**config.mk**
```make
export PLATFORM = sky130hd
export DESIGN_NAME = apc_adc_ctrl
export DESIGN_NICKNAME = d
export VERILOG_FILES = /design/src/core/apc_adc_ctrl.v /design/src/core/apc_tad_gen.v /design/src/core/apc_sar_step.v
export VERILOG_INCLUDE_DIRS = /design/src /design/src/core
export SDC_FILE = /design/constraint.sdc
export NUM_CORES = 1
export LEC_CHECK = 0
export BUFFER_PORTS_ARGS = -buffer_cell sky130_fd_sc_hd__buf_2
export CAP_MARGIN = 20
export CORE_MARGIN = 5
export CORE_UTILIZATION = 40
export DETAILED_ROUTE_END_ITERATION = 8
export SYNTH_ARGS = -nofsm -noshare
export SYNTH_HDL_FRONTEND = slang
export SYNTH_SLANG_ARGS = --single-unit
```
**constraint.sdc**
```tcl
create_clock -name clk_i -period 7.2 [get_ports clk_i]
set_clock_uncertainty 0.15 [all_clocks]
set_input_delay 0.72 -clock clk_i [delete_from_list [all_inputs] [get_ports clk_i]]
set_output_delay 0.72 -clock clk_i [all_outputs]
set_load 0.005 [all_outputs]
```
**src/core/apc_consts.vh**
```
// Purpose: Constants for the converter power-mode control and register map
// Assumes: Wishbone byte addressing, one register per aligned 32-bit word
// Notes:   Offsets are byte addresses
`ifndef APC_CONSTS_VH
`define APC_CONSTS_VH

// ------------------------------------------------------------
// Register offsets
// ------------------------------------------------------------
`define APC_OFS_RES_HIGH      6'h00
`define APC_OFS_RES_LOW       6'h04
`define APC_OFS_CTRL0_ANCFG0  6'h08
`define APC_OFS_CTRL1_ANCFG1  6'h0c
`define APC_OFS_WDT_CTRL      6'h10
`define APC_OFS_OSC_CTRL      6'h14
`define APC_OFS_STATUS        6'h18

// ------------------------------------------------------------
// Field positions
// ------------------------------------------------------------
`define APC_SHR_BIT           4
`define APC_IDLE_BIT          7
`define APC_C0_ON             0
`define APC_C0_GO             1
`define APC_C1_FMT            7
`define APC_C1_CAL            6

// ------------------------------------------------------------
// Reset values and masks
// ------------------------------------------------------------
`define APC_CTRL0_RST         8'h00
`define APC_CTRL1_RST         8'h00
`define APC_ANCFG0_MASK       8'h9f
`define APC_ANCFG1_MASK       8'hfc
`define APC_ANCFG_RST         8'h00

// ------------------------------------------------------------
// Timing
// ------------------------------------------------------------
`define APC_CONV_TADS         11
`define APC_WAIT_TADS         2
`define APC_INSTR_CYCLES      4
`define APC_RC_TAD_NS         4000
`define APC_CLK_NS            5
`define APC_RC_TAD_CYC        (`APC_RC_TAD_NS / `APC_CLK_NS)

`endif

```
**src/core/apc_adc_ctrl.v**
```verilog
// Purpose: Converter control, power-mode start handling and register map
// Assumes: Wishbone classic slave, 32-bit data, low byte used
// Notes:   Comparator is a pin input, synchronised here
`timescale 1ns/100ps
`include "apc_consts.vh"

module apc_adc_ctrl #(
  parameter W      = 10,
  parameter RC_CYC = `APC_RC_TAD_CYC
) (
  // Clock and reset
  input  wire        clk_i,
  input  wire        rst_i,
  // Wishbone slave
  input  wire        cyc_i,
  input  wire        stb_i,
  input  wire        we_i,
  input  wire [5:0]  adr_i,
  input  wire [3:0]  sel_i,
  input  wire [31:0] dat_i,
  output reg  [31:0] dat_o,
  output reg         ack_o,
  // Device state
  input  wire        sleep_i,
  input  wire        cmp_i,
  // Analog control
  output reg  [3:0]  channel_o,
  output reg  [1:0]  vref_o,
  output reg         sampling_o,
  output reg  [15:0] analog_sel_o,
  output reg  [W-1:0] dac_o,
  output reg         cal_active_o,
  output reg         done_irq_o
);

  // ------------------------------------------------------------
  // States
  // ------------------------------------------------------------
  localparam S_IDLE  = 5'b00001;
  localparam S_DEFER = 5'b00010;
  localparam S_ACQ   = 5'b00100;
  localparam S_CONV  = 5'b01000;
  localparam S_WAIT  = 5'b10000;

  reg  [7:0]  ctrl0_r;
  reg  [7:0]  ctrl1_r;
  reg  [7:0]  ancfg0_r;
  reg  [7:0]  ancfg1_r;
  reg  [7:0]  wdt_r;
  reg  [7:0]  osc_r;
  reg  [7:0]  res_hi_r;
  reg  [7:0]  res_lo_r;
  reg  [W-1:0] cal_ofs_r;
  reg  [4:0]  state_r;
  reg  [4:0]  tads_r;
  reg  [2:0]  defer_r;
  reg         flag_r;
  reg         cmp_s1_r;
  reg         cmp_s2_r;
  reg         slp_s1_r;
  reg         slp_s2_r;
  wire        tick;
  wire [W-1:0] trial;
  wire        wr;
  wire        shr;
  wire        go_set;
  wire        go_clr;
  wire        done;
  wire [W-1:0] corr;
  reg  [4:0]  acq_tads;

  function [4:0] acq_len;
    input [2:0] f;
    begin
      case (f)
        3'b001:  acq_len = 5'd2;
        3'b010:  acq_len = 5'd4;
        3'b011:  acq_len = 5'd6;
        3'b100:  acq_len = 5'd8;
        3'b101:  acq_len = 5'd12;
        3'b110:  acq_len = 5'd16;
        3'b111:  acq_len = 5'd20;
        default: acq_len = 5'd0;
      endcase
    end
  endfunction

  // ------------------------------------------------------------
  // Sub-blocks
  // ------------------------------------------------------------
  apc_tad_gen #(.RC_CYC(RC_CYC)) u_tad (
    .clk_i     (clk_i),
    .rst_i     (rst_i),
    .run_i     (state_r != S_IDLE),
    .clk_sel_i (slp_s2_r ? 3'b011 : ctrl1_r[2:0]),
    .tick_o    (tick)
  );

  apc_sar_step #(.W(W)) u_sar (
    .clk_i   (clk_i),
    .rst_i   (rst_i),
    .clear_i (state_r != S_CONV),
    .step_i  (tick && (state_r == S_CONV)),
    .cmp_i   (cmp_s2_r),
    .trial_o (trial)
  );

  // ------------------------------------------------------------
  // Bus decode
  // ------------------------------------------------------------
  assign wr     = cyc_i && stb_i && we_i && sel_i[0] && !ack_o;
  assign shr    = wdt_r[`APC_SHR_BIT];
  assign go_set = wr && (adr_i == `APC_OFS_CTRL0_ANCFG0) && !shr
                  && dat_i[`APC_C0_GO] && ctrl0_r[`APC_C0_ON];
  assign go_clr = wr && (adr_i == `APC_OFS_CTRL0_ANCFG0) && !shr && !dat_i[`APC_C0_GO];
  assign done   = (state_r == S_CONV) && tick && (tads_r == `APC_CONV_TADS - 1);
  assign corr   = trial - cal_ofs_r;

  // Sleep may only raise RC use; any clock selection is forced to RC (3'b011) while asleep
  always @* begin
    acq_tads = acq_len(ctrl1_r[5:3]);
  end

  always @(posedge clk_i) begin
    if (rst_i) begin
      ack_o  <= 1'b0;
      dat_o  <= 32'h0000_0000;
    end else begin
      ack_o  <= cyc_i && stb_i && !ack_o;
      dat_o  <= 32'h0000_0000;
      case (adr_i)
        `APC_OFS_RES_HIGH:     dat_o[7:0] <= res_hi_r;
        `APC_OFS_RES_LOW:      dat_o[7:0] <= res_lo_r;
        `APC_OFS_CTRL0_ANCFG0: dat_o[7:0] <= shr ? (ancfg0_r & `APC_ANCFG0_MASK)
                                                 : ctrl0_r;
        `APC_OFS_CTRL1_ANCFG1: dat_o[7:0] <= shr ? (ancfg1_r & `APC_ANCFG1_MASK)
                                                 : ctrl1_r;
        `APC_OFS_WDT_CTRL:     dat_o[7:0] <= wdt_r;
        `APC_OFS_OSC_CTRL:     dat_o[7:0] <= osc_r;
        `APC_OFS_STATUS:       dat_o[7:0] <= {2'b00, state_r, flag_r};
        default:               dat_o[7:0] <= 8'h00;
      endcase
    end
  end

  // ------------------------------------------------------------
  // Registers and conversion sequence
  // ------------------------------------------------------------
  always @(posedge clk_i) begin
    if (rst_i) begin
      ctrl0_r   <= `APC_CTRL0_RST;
      ctrl1_r   <= `APC_CTRL1_RST;
      ancfg0_r  <= `APC_ANCFG_RST;
      ancfg1_r  <= `APC_ANCFG_RST;
      wdt_r     <= 8'h00;
      osc_r     <= 8'h00;
      res_hi_r  <= 8'h00;
      res_lo_r  <= 8'h00;
      cal_ofs_r <= {W{1'b0}};
      state_r   <= S_IDLE;
      tads_r    <= 5'd0;
      defer_r   <= 3'd0;
      flag_r    <= 1'b0;
    end else begin
      if (wr) begin
        case (adr_i)
          `APC_OFS_RES_HIGH: res_hi_r <= dat_i[7:0];
          `APC_OFS_RES_LOW:  res_lo_r <= dat_i[7:0];
          `APC_OFS_CTRL0_ANCFG0:
            if (shr) ancfg0_r <= dat_i[7:0] & `APC_ANCFG0_MASK;
            else ctrl0_r <= {dat_i[7:2], ctrl0_r[`APC_C0_GO], dat_i[0]};
          `APC_OFS_CTRL1_ANCFG1:
            if (shr) ancfg1_r <= dat_i[7:0] & `APC_ANCFG1_MASK;
            else ctrl1_r <= dat_i[7:0];
          `APC_OFS_WDT_CTRL: wdt_r <= dat_i[7:0];
          `APC_OFS_OSC_CTRL: osc_r <= dat_i[7:0];
          `APC_OFS_STATUS:   flag_r <= dat_i[0] & flag_r;
          default: ;
        endcase
      end
      if (done)
        flag_r <= 1'b1;
      case (state_r)
        S_IDLE: begin
          tads_r <= 5'd0;
          if (go_set) begin
            ctrl0_r[`APC_C0_GO] <= 1'b1;
            if (acq_tads == 5'd0) begin
              defer_r <= 3'd0;
              state_r <= S_DEFER;
            end else
              state_r <= S_ACQ;
          end
        end
        S_DEFER: begin
          defer_r <= defer_r + 3'd1;
          if (defer_r == `APC_INSTR_CYCLES - 1)
            state_r <= S_CONV;
        end
        S_ACQ:
          if (tick) begin
            tads_r <= tads_r + 5'd1;
            if (tads_r == acq_tads - 5'd1) begin
              tads_r  <= 5'd0;
              state_r <= S_CONV;
            end
          end
        S_CONV:
          if (tick) begin
            tads_r <= tads_r + 5'd1;
            if (done) begin
              tads_r  <= 5'd0;
              ctrl0_r[`APC_C0_GO] <= 1'b0;
              state_r <= S_WAIT;
              if (ctrl1_r[`APC_C1_CAL])
                cal_ofs_r <= trial;
              else if (ctrl1_r[`APC_C1_FMT])
                {res_hi_r, res_lo_r} <= {{(16-W){1'b0}}, corr};
              else
                {res_hi_r, res_lo_r} <= {corr, {(16-W){1'b0}}};
            end
          end
        S_WAIT:
          if (tick) begin
            tads_r <= tads_r + 5'd1;
            if (tads_r == `APC_WAIT_TADS - 1)
              state_r <= S_IDLE;
          end
        default: state_r <= S_IDLE;
      endcase
      // Abort by software or converter off; result is not updated unless the abort falls in the same cycle as done
      if ((go_clr || !ctrl0_r[`APC_C0_ON]) && (state_r != S_IDLE) && (state_r != S_WAIT)) begin
        ctrl0_r[`APC_C0_GO] <= 1'b0;
        tads_r  <= 5'd0;
        state_r <= S_WAIT;
      end
    end
  end

  // ------------------------------------------------------------
  // Synchronisers and outputs
  // ------------------------------------------------------------
  always @(posedge clk_i) begin
    if (rst_i) begin
      cmp_s1_r     <= 1'b0;
      cmp_s2_r     <= 1'b0;
      slp_s1_r     <= 1'b0;
      slp_s2_r     <= 1'b0;
      channel_o    <= 4'h0;
      vref_o       <= 2'b00;
      sampling_o   <= 1'b0;
      analog_sel_o <= 16'h0000;
      dac_o        <= {W{1'b0}};
      cal_active_o <= 1'b0;
      done_irq_o   <= 1'b0;
    end else begin
      cmp_s1_r     <= cmp_i;
      cmp_s2_r     <= cmp_s1_r;
      slp_s1_r     <= sleep_i;
      slp_s2_r     <= slp_s1_r;
      channel_o    <= ctrl0_r[5:2];
      vref_o       <= ctrl0_r[7:6];
      // Sampling resumes after completion
      sampling_o   <= ctrl0_r[`APC_C0_ON] && ((state_r == S_IDLE) || (state_r == S_ACQ));
      analog_sel_o <= {ancfg1_r[7:2], 2'b00, ancfg0_r[7], 2'b00, ancfg0_r[4:0]};
      dac_o        <= trial;
      cal_active_o <= ctrl1_r[`APC_C1_CAL] && (state_r == S_CONV);
      done_irq_o   <= flag_r;
    end
  end

endmodule // apc_adc_ctrl

```
**src/core/apc_tad_gen.v**
```verilog
// Purpose: Conversion clock period tick generator
// Assumes: Clock field encodes divide of the oscillator, x11 selects RC
// Notes:   Tick is one cycle wide, restarts when run is low
`timescale 1ns/100ps
`include "apc_consts.vh"

module apc_tad_gen #(
  parameter RC_CYC = `APC_RC_TAD_CYC
) (
  // Clock and reset
  input  wire       clk_i,
  input  wire       rst_i,
  // Control
  input  wire       run_i,
  input  wire [2:0] clk_sel_i,
  // Tick
  output reg        tick_o
);

  reg  [15:0] cnt_r;
  reg  [15:0] lim;

  // ------------------------------------------------------------
  // Divide selection
  // ------------------------------------------------------------
  always @* begin
    case (clk_sel_i)
      3'b000:  lim = 16'h0001;
      3'b100:  lim = 16'h0003;
      3'b001:  lim = 16'h0007;
      3'b101:  lim = 16'h000f;
      3'b010:  lim = 16'h001f;
      3'b110:  lim = 16'h003f;
      default: lim = RC_CYC[15:0] - 16'h0001;
    endcase
  end

  always @(posedge clk_i) begin
    if (rst_i || !run_i) begin
      cnt_r  <= 16'h0000;
      tick_o <= 1'b0;
    end else if (cnt_r >= lim) begin
      cnt_r  <= 16'h0000;
      tick_o <= 1'b1;
    end else begin
      cnt_r  <= cnt_r + 16'h0001;
      tick_o <= 1'b0;
    end
  end

endmodule // apc_tad_gen

```
**src/core/apc_sar_step.v**
```verilog
// Purpose: Successive approximation bit stepper
// Assumes: Comparator input already synchronised
// Notes:   Ten bit result, MSB first, one bit per step
`timescale 1ns/100ps

module apc_sar_step #(
  parameter W = 10
) (
  // Clock and reset
  input  wire         clk_i,
  input  wire         rst_i,
  // Control
  input  wire         clear_i,
  input  wire         step_i,
  input  wire         cmp_i,
  // Trial value and result
  output reg  [W-1:0] trial_o
);

  reg  [W-1:0] mask_r;

  always @(posedge clk_i) begin
    if (rst_i || clear_i) begin
      mask_r  <= {1'b1, {(W-1){1'b0}}};
      trial_o <= {1'b1, {(W-1){1'b0}}};
    end else if (step_i && (mask_r != {W{1'b0}})) begin
      mask_r  <= mask_r >> 1;
      trial_o <= (cmp_i ? trial_o : (trial_o & ~mask_r)) | (mask_r >> 1);
    end
  end

endmodule // apc_sar_step

```
# Word level (Yosys, flattened, before mapping)
# Cells that the tools add are included.
word_totals:
  register_bits: 193
  input_bits: 49
  output_inout_bits: 68
  wordCells: 189
classes:
  n_addsub: 5
  n_lt_le_gt_ge: 1
  eq_ne: 47
  n_mux: 49
  bitwise: 5
  reduce_logical: 48
ops:
  columns: ["op", "count"]
  rows:
  - ["8-bit 2-to-1 mux", 16]
  - ["5-bit 2-to-1 mux", 14]
  - ["10-bit one-hot mux with 6 select lines", 1]
  - ["8-bit one-hot mux with 7 select lines", 1]
  - ["5-bit one-hot mux with 7 select lines", 1]
  - ["5-bit one-hot mux with 5 select lines", 1]
  - ["3-bit == test, second input constant", 7]
  - ["5-bit one-hot mux with 4 select lines", 1]
  - ["6-bit by 5-bit == test with 1-bit output, second input constant", 3]
  - ["1-bit logical AND", 17]
  - ["16-bit by 1-bit adder with 16-bit output, second input constant", 1]
  - ["16-bit by 10-bit greater-or-equal comparator with 1-bit output", 1]
  - ["8-bit AND reduction", 2]
  - ["3-bit != test, second input constant", 5]
  - ["3-bit AND reduction", 5]
  - ["3-bit by 2-bit == test with 1-bit output, second input constant", 4]
  - ["6-bit by 4-bit == test with 1-bit output, second input constant", 2]
  - ["3-bit 2-to-1 mux", 4]
  - ["2-bit != test, second input constant", 6]
  - ["10-bit AND", 1]
  - ["5-bit by 1-bit == test with 1-bit output, second input constant", 2]
  - ["5-bit by 4-bit == test with 1-bit output, second input constant", 2]
  - ["10-bit 2-to-1 mux", 1]
  - ["10-bit inverter", 1]
  - ["32 further kinds", 56]

# Depth between registers and ports, before layout
depth:
  depth_word: 12
  mapped_depth: 14

# Modules after synthesis
# Synthesis repeated with hierarchy kept, for this count alone.
hier_totals:
  cells_unflattened: 875
  area_unflattened_um2: 7744.9
by_module_without_submodules:
  columns: ["mod", "instances", "cells_per_inst", "area_per_inst_um2", "seq_area_each_um2"]
  rows:
  - ["apc_adc_ctrl", 1, 711, 6042.0, 2562.5]
  - ["apc_tad_gen", 1, 87, 864.6, 340.3]
  - ["apc_sar_step", 1, 77, 838.3, 400.4]

# Least setup slack after synthesis
# Ideal clock, no wire load.
synth_timing:
  path_kind: "in2reg"
  startpoint: "input port adr_i[1]"
  endpoint: "register state_r[2]"
  setup_ns: 0.070
  arrival_ns: 2.622
  required_time_ns: 6.980
  setup_slack_ns: 4.358
  stages: 7
  path_buffers: 1
  cell_sequence: "or4_1 > buf_2 > nor4_4 > a21oi_1 > or2_1 > or4_1 > a21oi_1"
synth_via:
  elab_chain_len: 8
synth_rtl:
  columns: ["item", "line", "rtl"]
  rows:
  - ["from (decl)", "apc_adc_ctrl.v:18", "input wire [5:0] adr_i,"]
  - ["6-bit by 4-bit == test with 1-bit output *", null, null]
  - ["1-bit logical AND * (2 in a row)", "apc_adc_ctrl.v:113, apc_adc_ctrl.v:115", null]
  - ["branches (longest 5 deep; another with 8-bit AND reduction)", null, null]
  - ["to (signal assigned)", "apc_adc_ctrl.v:227", "state_r <= S_IDLE;"]
  - ["to (signal assigned)", "apc_adc_ctrl.v:229", "default: state_r <= S_IDLE;"]
  - ["to (signal assigned)", "apc_adc_ctrl.v:235", "state_r <= S_WAIT;"]
  - ["to (decl)", "apc_adc_ctrl.v:54", "reg [4:0] state_r;"]
# Every way passes the cells marked *.
# A chain may end at the register's enable or synchronous reset.

# Worst setup path after layout
layout_timing:
  startpoint: "register wdt_r[4]"
  endpoint: "register state_r[2]"
layout_via:
  elab_chain_len: 7
layout_rtl:
  columns: ["item", "line", "rtl"]
  rows:
  - ["from (decl)", "apc_adc_ctrl.v:49", "reg [7:0] wdt_r;"]
  - ["from (signal assigned)", "apc_adc_ctrl.v:175", "`APC_OFS_WDT_CTRL: wdt_r <= dat_i[7:0];"]
  - ["1-bit zero test *", "apc_adc_ctrl.v:113, apc_adc_ctrl.v:115", null]
  - ["1-bit logical AND *", "apc_adc_ctrl.v:113, apc_adc_ctrl.v:115", null]
  - ["branches (longest 5 deep; another with 8-bit AND reduction)", null, null]
# Marked as above.

==> flow_metrics.env <==
export IMPL_status="finished, final reports clean"
export IMPL_tightest_slew_ns=1.011
export IMPL_synthesis_instances=866
export IMPL_drtPass1Iterations=7
export IMPL_fin_crit_ns=3.323
export IMPL_crit_fanout=18
export IMPL_wirelength_microns=18080
export IMPL_place_hpwl_microns=12780
export IMPL_p_per_area_nw_per_um2=239.6
export IMPL_critPathCaptureType="register"
export IMPL_fin_util_pct=45.87
export IMPL_fillers=1841
export IMPL_grt_pass1_vias=5661
export IMPL_hold_path_class="register to register"
export IMPL_ys_seq_area_share_pct=43.34
export IMPL_cts_resized=0
export IMPL_timing_setup_tns_ns=0
export IMPL_layout_drive_gt1_share_pct=13.07
export IMPL_vias_per_cell=5.175
export IMPL_die_width_microns=148.0
export IMPL_crit_cells=6
export IMPL_grt_overflow_total=0
export IMPL_synth_edf_count=0
export IMPL_diodes=0
export IMPL_via_count=6003
export IMPL_path_clk_slew_ns=0.07
export IMPL_start_util_pct=40.74
export IMPL_clock_latency_ns=0.43
export IMPL_clock_path_buffers=2
export IMPL_fmax_mhz=300.9
export IMPL_hold_path_depth=1
export IMPL_ir_drop_mv=0.1678
export IMPL_crit_type="register to register"
export IMPL_fp_coreArea_sq_um=18710
export IMPL_syn_area_sq_um=7621
export IMPL_syn_to_final_growth_pct=12.59
export IMPL_critical_path_cell_chain="or3b_2, nor4_4, a21oi_1, or2_1, or4_1, a21oi_1"
export IMPL_most_common_layout_cells="165 x dfxtp_1, 100 x nor2_1, 76 x a21oi_1"
export IMPL_drc_errors=0
export IMPL_setup_viol=0
export IMPL_io_pins=117
export IMPL_post_route_period_util_pct=46.15
export IMPL_cp_start_kind="register"
export IMPL_slowest_delay_ns=0.71
export IMPL_die_h_microns=148.0
export IMPL_cp_data_required_time_ns=7.41
export IMPL_rr_worst_depth=6
export IMPL_hold_violations=0
export IMPL_ys_ff_latch=165
export IMPL_postCtsSetupRepairBufs=0
export IMPL_port_buffers=61
export IMPL_critPathBufInv=0
export IMPL_syn_area_per_cell_sq_um=8.800
export IMPL_synth_cell_types=66
export IMPL_final_nets=991
export IMPL_grt_total_usage_pct=16.52
export IMPL_dieArea_sq_um=21910
export IMPL_timing_max_cap_violations=0
export IMPL_drt_iter0_drc=427
export IMPL_max_slew_margin_pct=32.46
export IMPL_arrival_ns=3.53
export IMPL_crit_path_top_delay_cell="nor4_4"
export IMPL_layout_commonest_cell="dfxtp_1"
export IMPL_leakagePower_nw=3.309
export IMPL_async_reset_ff_share_pct=0
export IMPL_ys_flop_type="dfxtp_1"
export IMPL_cts_tree="done"
export IMPL_root_buffer="clkbuf_16"
export IMPL_rsz0062_at_grt="no"
export IMPL_ant_nets=0
export IMPL_routedWlPerCell_microns=15.58
export IMPL_cts_hold_buf=0
export IMPL_crit_family="simple AND/OR/NAND/NOR gates"
export IMPL_num_rows=50
export IMPL_antenna_found_initial=0
export IMPL_numCtsBuffers=17
export IMPL_place_gp_congestion=0.8786
export IMPL_ctsHtreeMaxLevel=4
export IMPL_clock_sinks=165
export IMPL_grt_max_degree=67
export IMPL_grt_pass1_wl_microns=29200
export IMPL_ys_warn_count=0
export IMPL_slew_violations=0
export IMPL_timing_critical_path_mode_cell="a21oi_1"
metrics by stage:
stage / setup slack, ns / instance area (sq um) / std cells / hold slack (ns) / total power [W]
finish: 3.877 / 8581 / 1160 / 0.2884 / 0.002056
global route: 3.670 / 8581 / 1160 / 0.3133 / 0.002140
CTS: 3.863 / 8581 / 1160 / 0.2968 / 0.002071
detailed placement: 3.460 / 8000 / 1128 / 0.2827 / 0.001166
global placement: 3.481 / 8000 / 1128 / 0.2802 / 0.001166
floorplan: 4.358 / 7741 / 898 / 0.2638 / 0.001119
layer usage:
layer,wire [microns],track usage (%)
met3,932,3.801
met2,8048,25.53
met4,319,5.681
met1,8776,22.77
met5,0,0
synthesized netlist by cell type (6+ instances only):
cell type | instances | area [sq um]
xor2_1 | 19 | 166.4
mux2i_1 | 54 | 540.5
clkbuf_1 | 35 | 131.4
nand2b_1 | 6 | 37.54
dfxtp_1 | 165 | 3303
o21ai_0 | 36 | 180.2
nor2_1 | 100 | 375.4
xnor2_1 | 8 | 70.07
nor2b_1 | 38 | 237.7
ha_1 | 28 | 350.3
nor3_1 | 12 | 60.06
a21oi_1 | 76 | 380.4
inv_1 | 32 | 120.1
mux2_2 | 12 | 135.1
nand3_1 | 32 | 160.2
buf_4 | 28 | 210.2
nand4_1 | 6 | 37.54
nand2_1 | 73 | 274.0
a211oi_1 | 12 | 90.09
power by group:
part	total [W]	internal, W	switching [W]
sequential	0.000963	0.000928	0.0000349
combinational	0.000187	0.0000619	0.000125
clock	0.000906	0.000517	0.000389
total	0.00206	0.00151	0.000549
flip-flops by register name, summed over array words and instances (netlist names), 2 cells and up:
| signal | count |
|---|---|
| analog_sel_o | 12 |
| ancfg0_r | 6 |
| ancfg1_r | 6 |
| cal_ofs_r | 10 |
| channel_o | 4 |
| ctrl0_r | 8 |
| ctrl1_r | 8 |
| dac_o | 10 |
| dat_o | 8 |
| defer_r | 3 |
| osc_r | 8 |
| res_hi_r | 8 |
| res_lo_r | 8 |
| state_r | 5 |
| tads_r | 5 |
| u_sar.mask_r | 10 |
| u_sar.trial_o | 10 |
| u_tad.cnt_r | 16 |
| vref_o | 2 |
| wdt_r | 8 |
worst register-to-register path, stage by stage (launching register included):
cell	delay (ns)
dfxtp_1	0.62
or3b_2	0.66
nor4_4	0.71
a21oi_1	0.18
or2_1	0.31
or4_1	0.48
a21oi_1	0.15
cell families (layout without fill, tap and decap cells):
kind of cell	after synthesis	after routing	synth area share [%]
flip-flops	165	165	43.34
AO/OA/AOI/OAI	170	170	13.54
buffers and inverters	100	128	6.354
AND/OR/NAND/NOR	308	308	19.88
other	1	33	0.04921
XOR/XNOR	27	27	3.103
adder cells (fa/ha/maj)	29	29	4.860
multiplexers	66	66	8.866
worst paths after layout:
kind	startpoint	endpoint	slack [ns]
max	wdt_r[4]	state_r[2]	3.88
min	cmp_s1_r	cmp_s2_r	0.29
max reg2reg	wdt_r[4]	state_r[2]	3.88
min reg2reg	cmp_s1_r	cmp_s2_r	0.29
cell type report:
class / instances / area (sq um) / area share (%)
multi-input combinational: 633 / 3954 / 46.08
inverter: 32 / 120.1 / 1.400
clock buffer: 19 / 432.9 / 5.045
tap: 234 / 292.8 / 3.412
timing repair buffer: 64 / 330.3 / 3.850
clock inverter: 13 / 147.6 / 1.721
sequential: 165 / 3303 / 38.50
(Power assumes the default switching activity.)
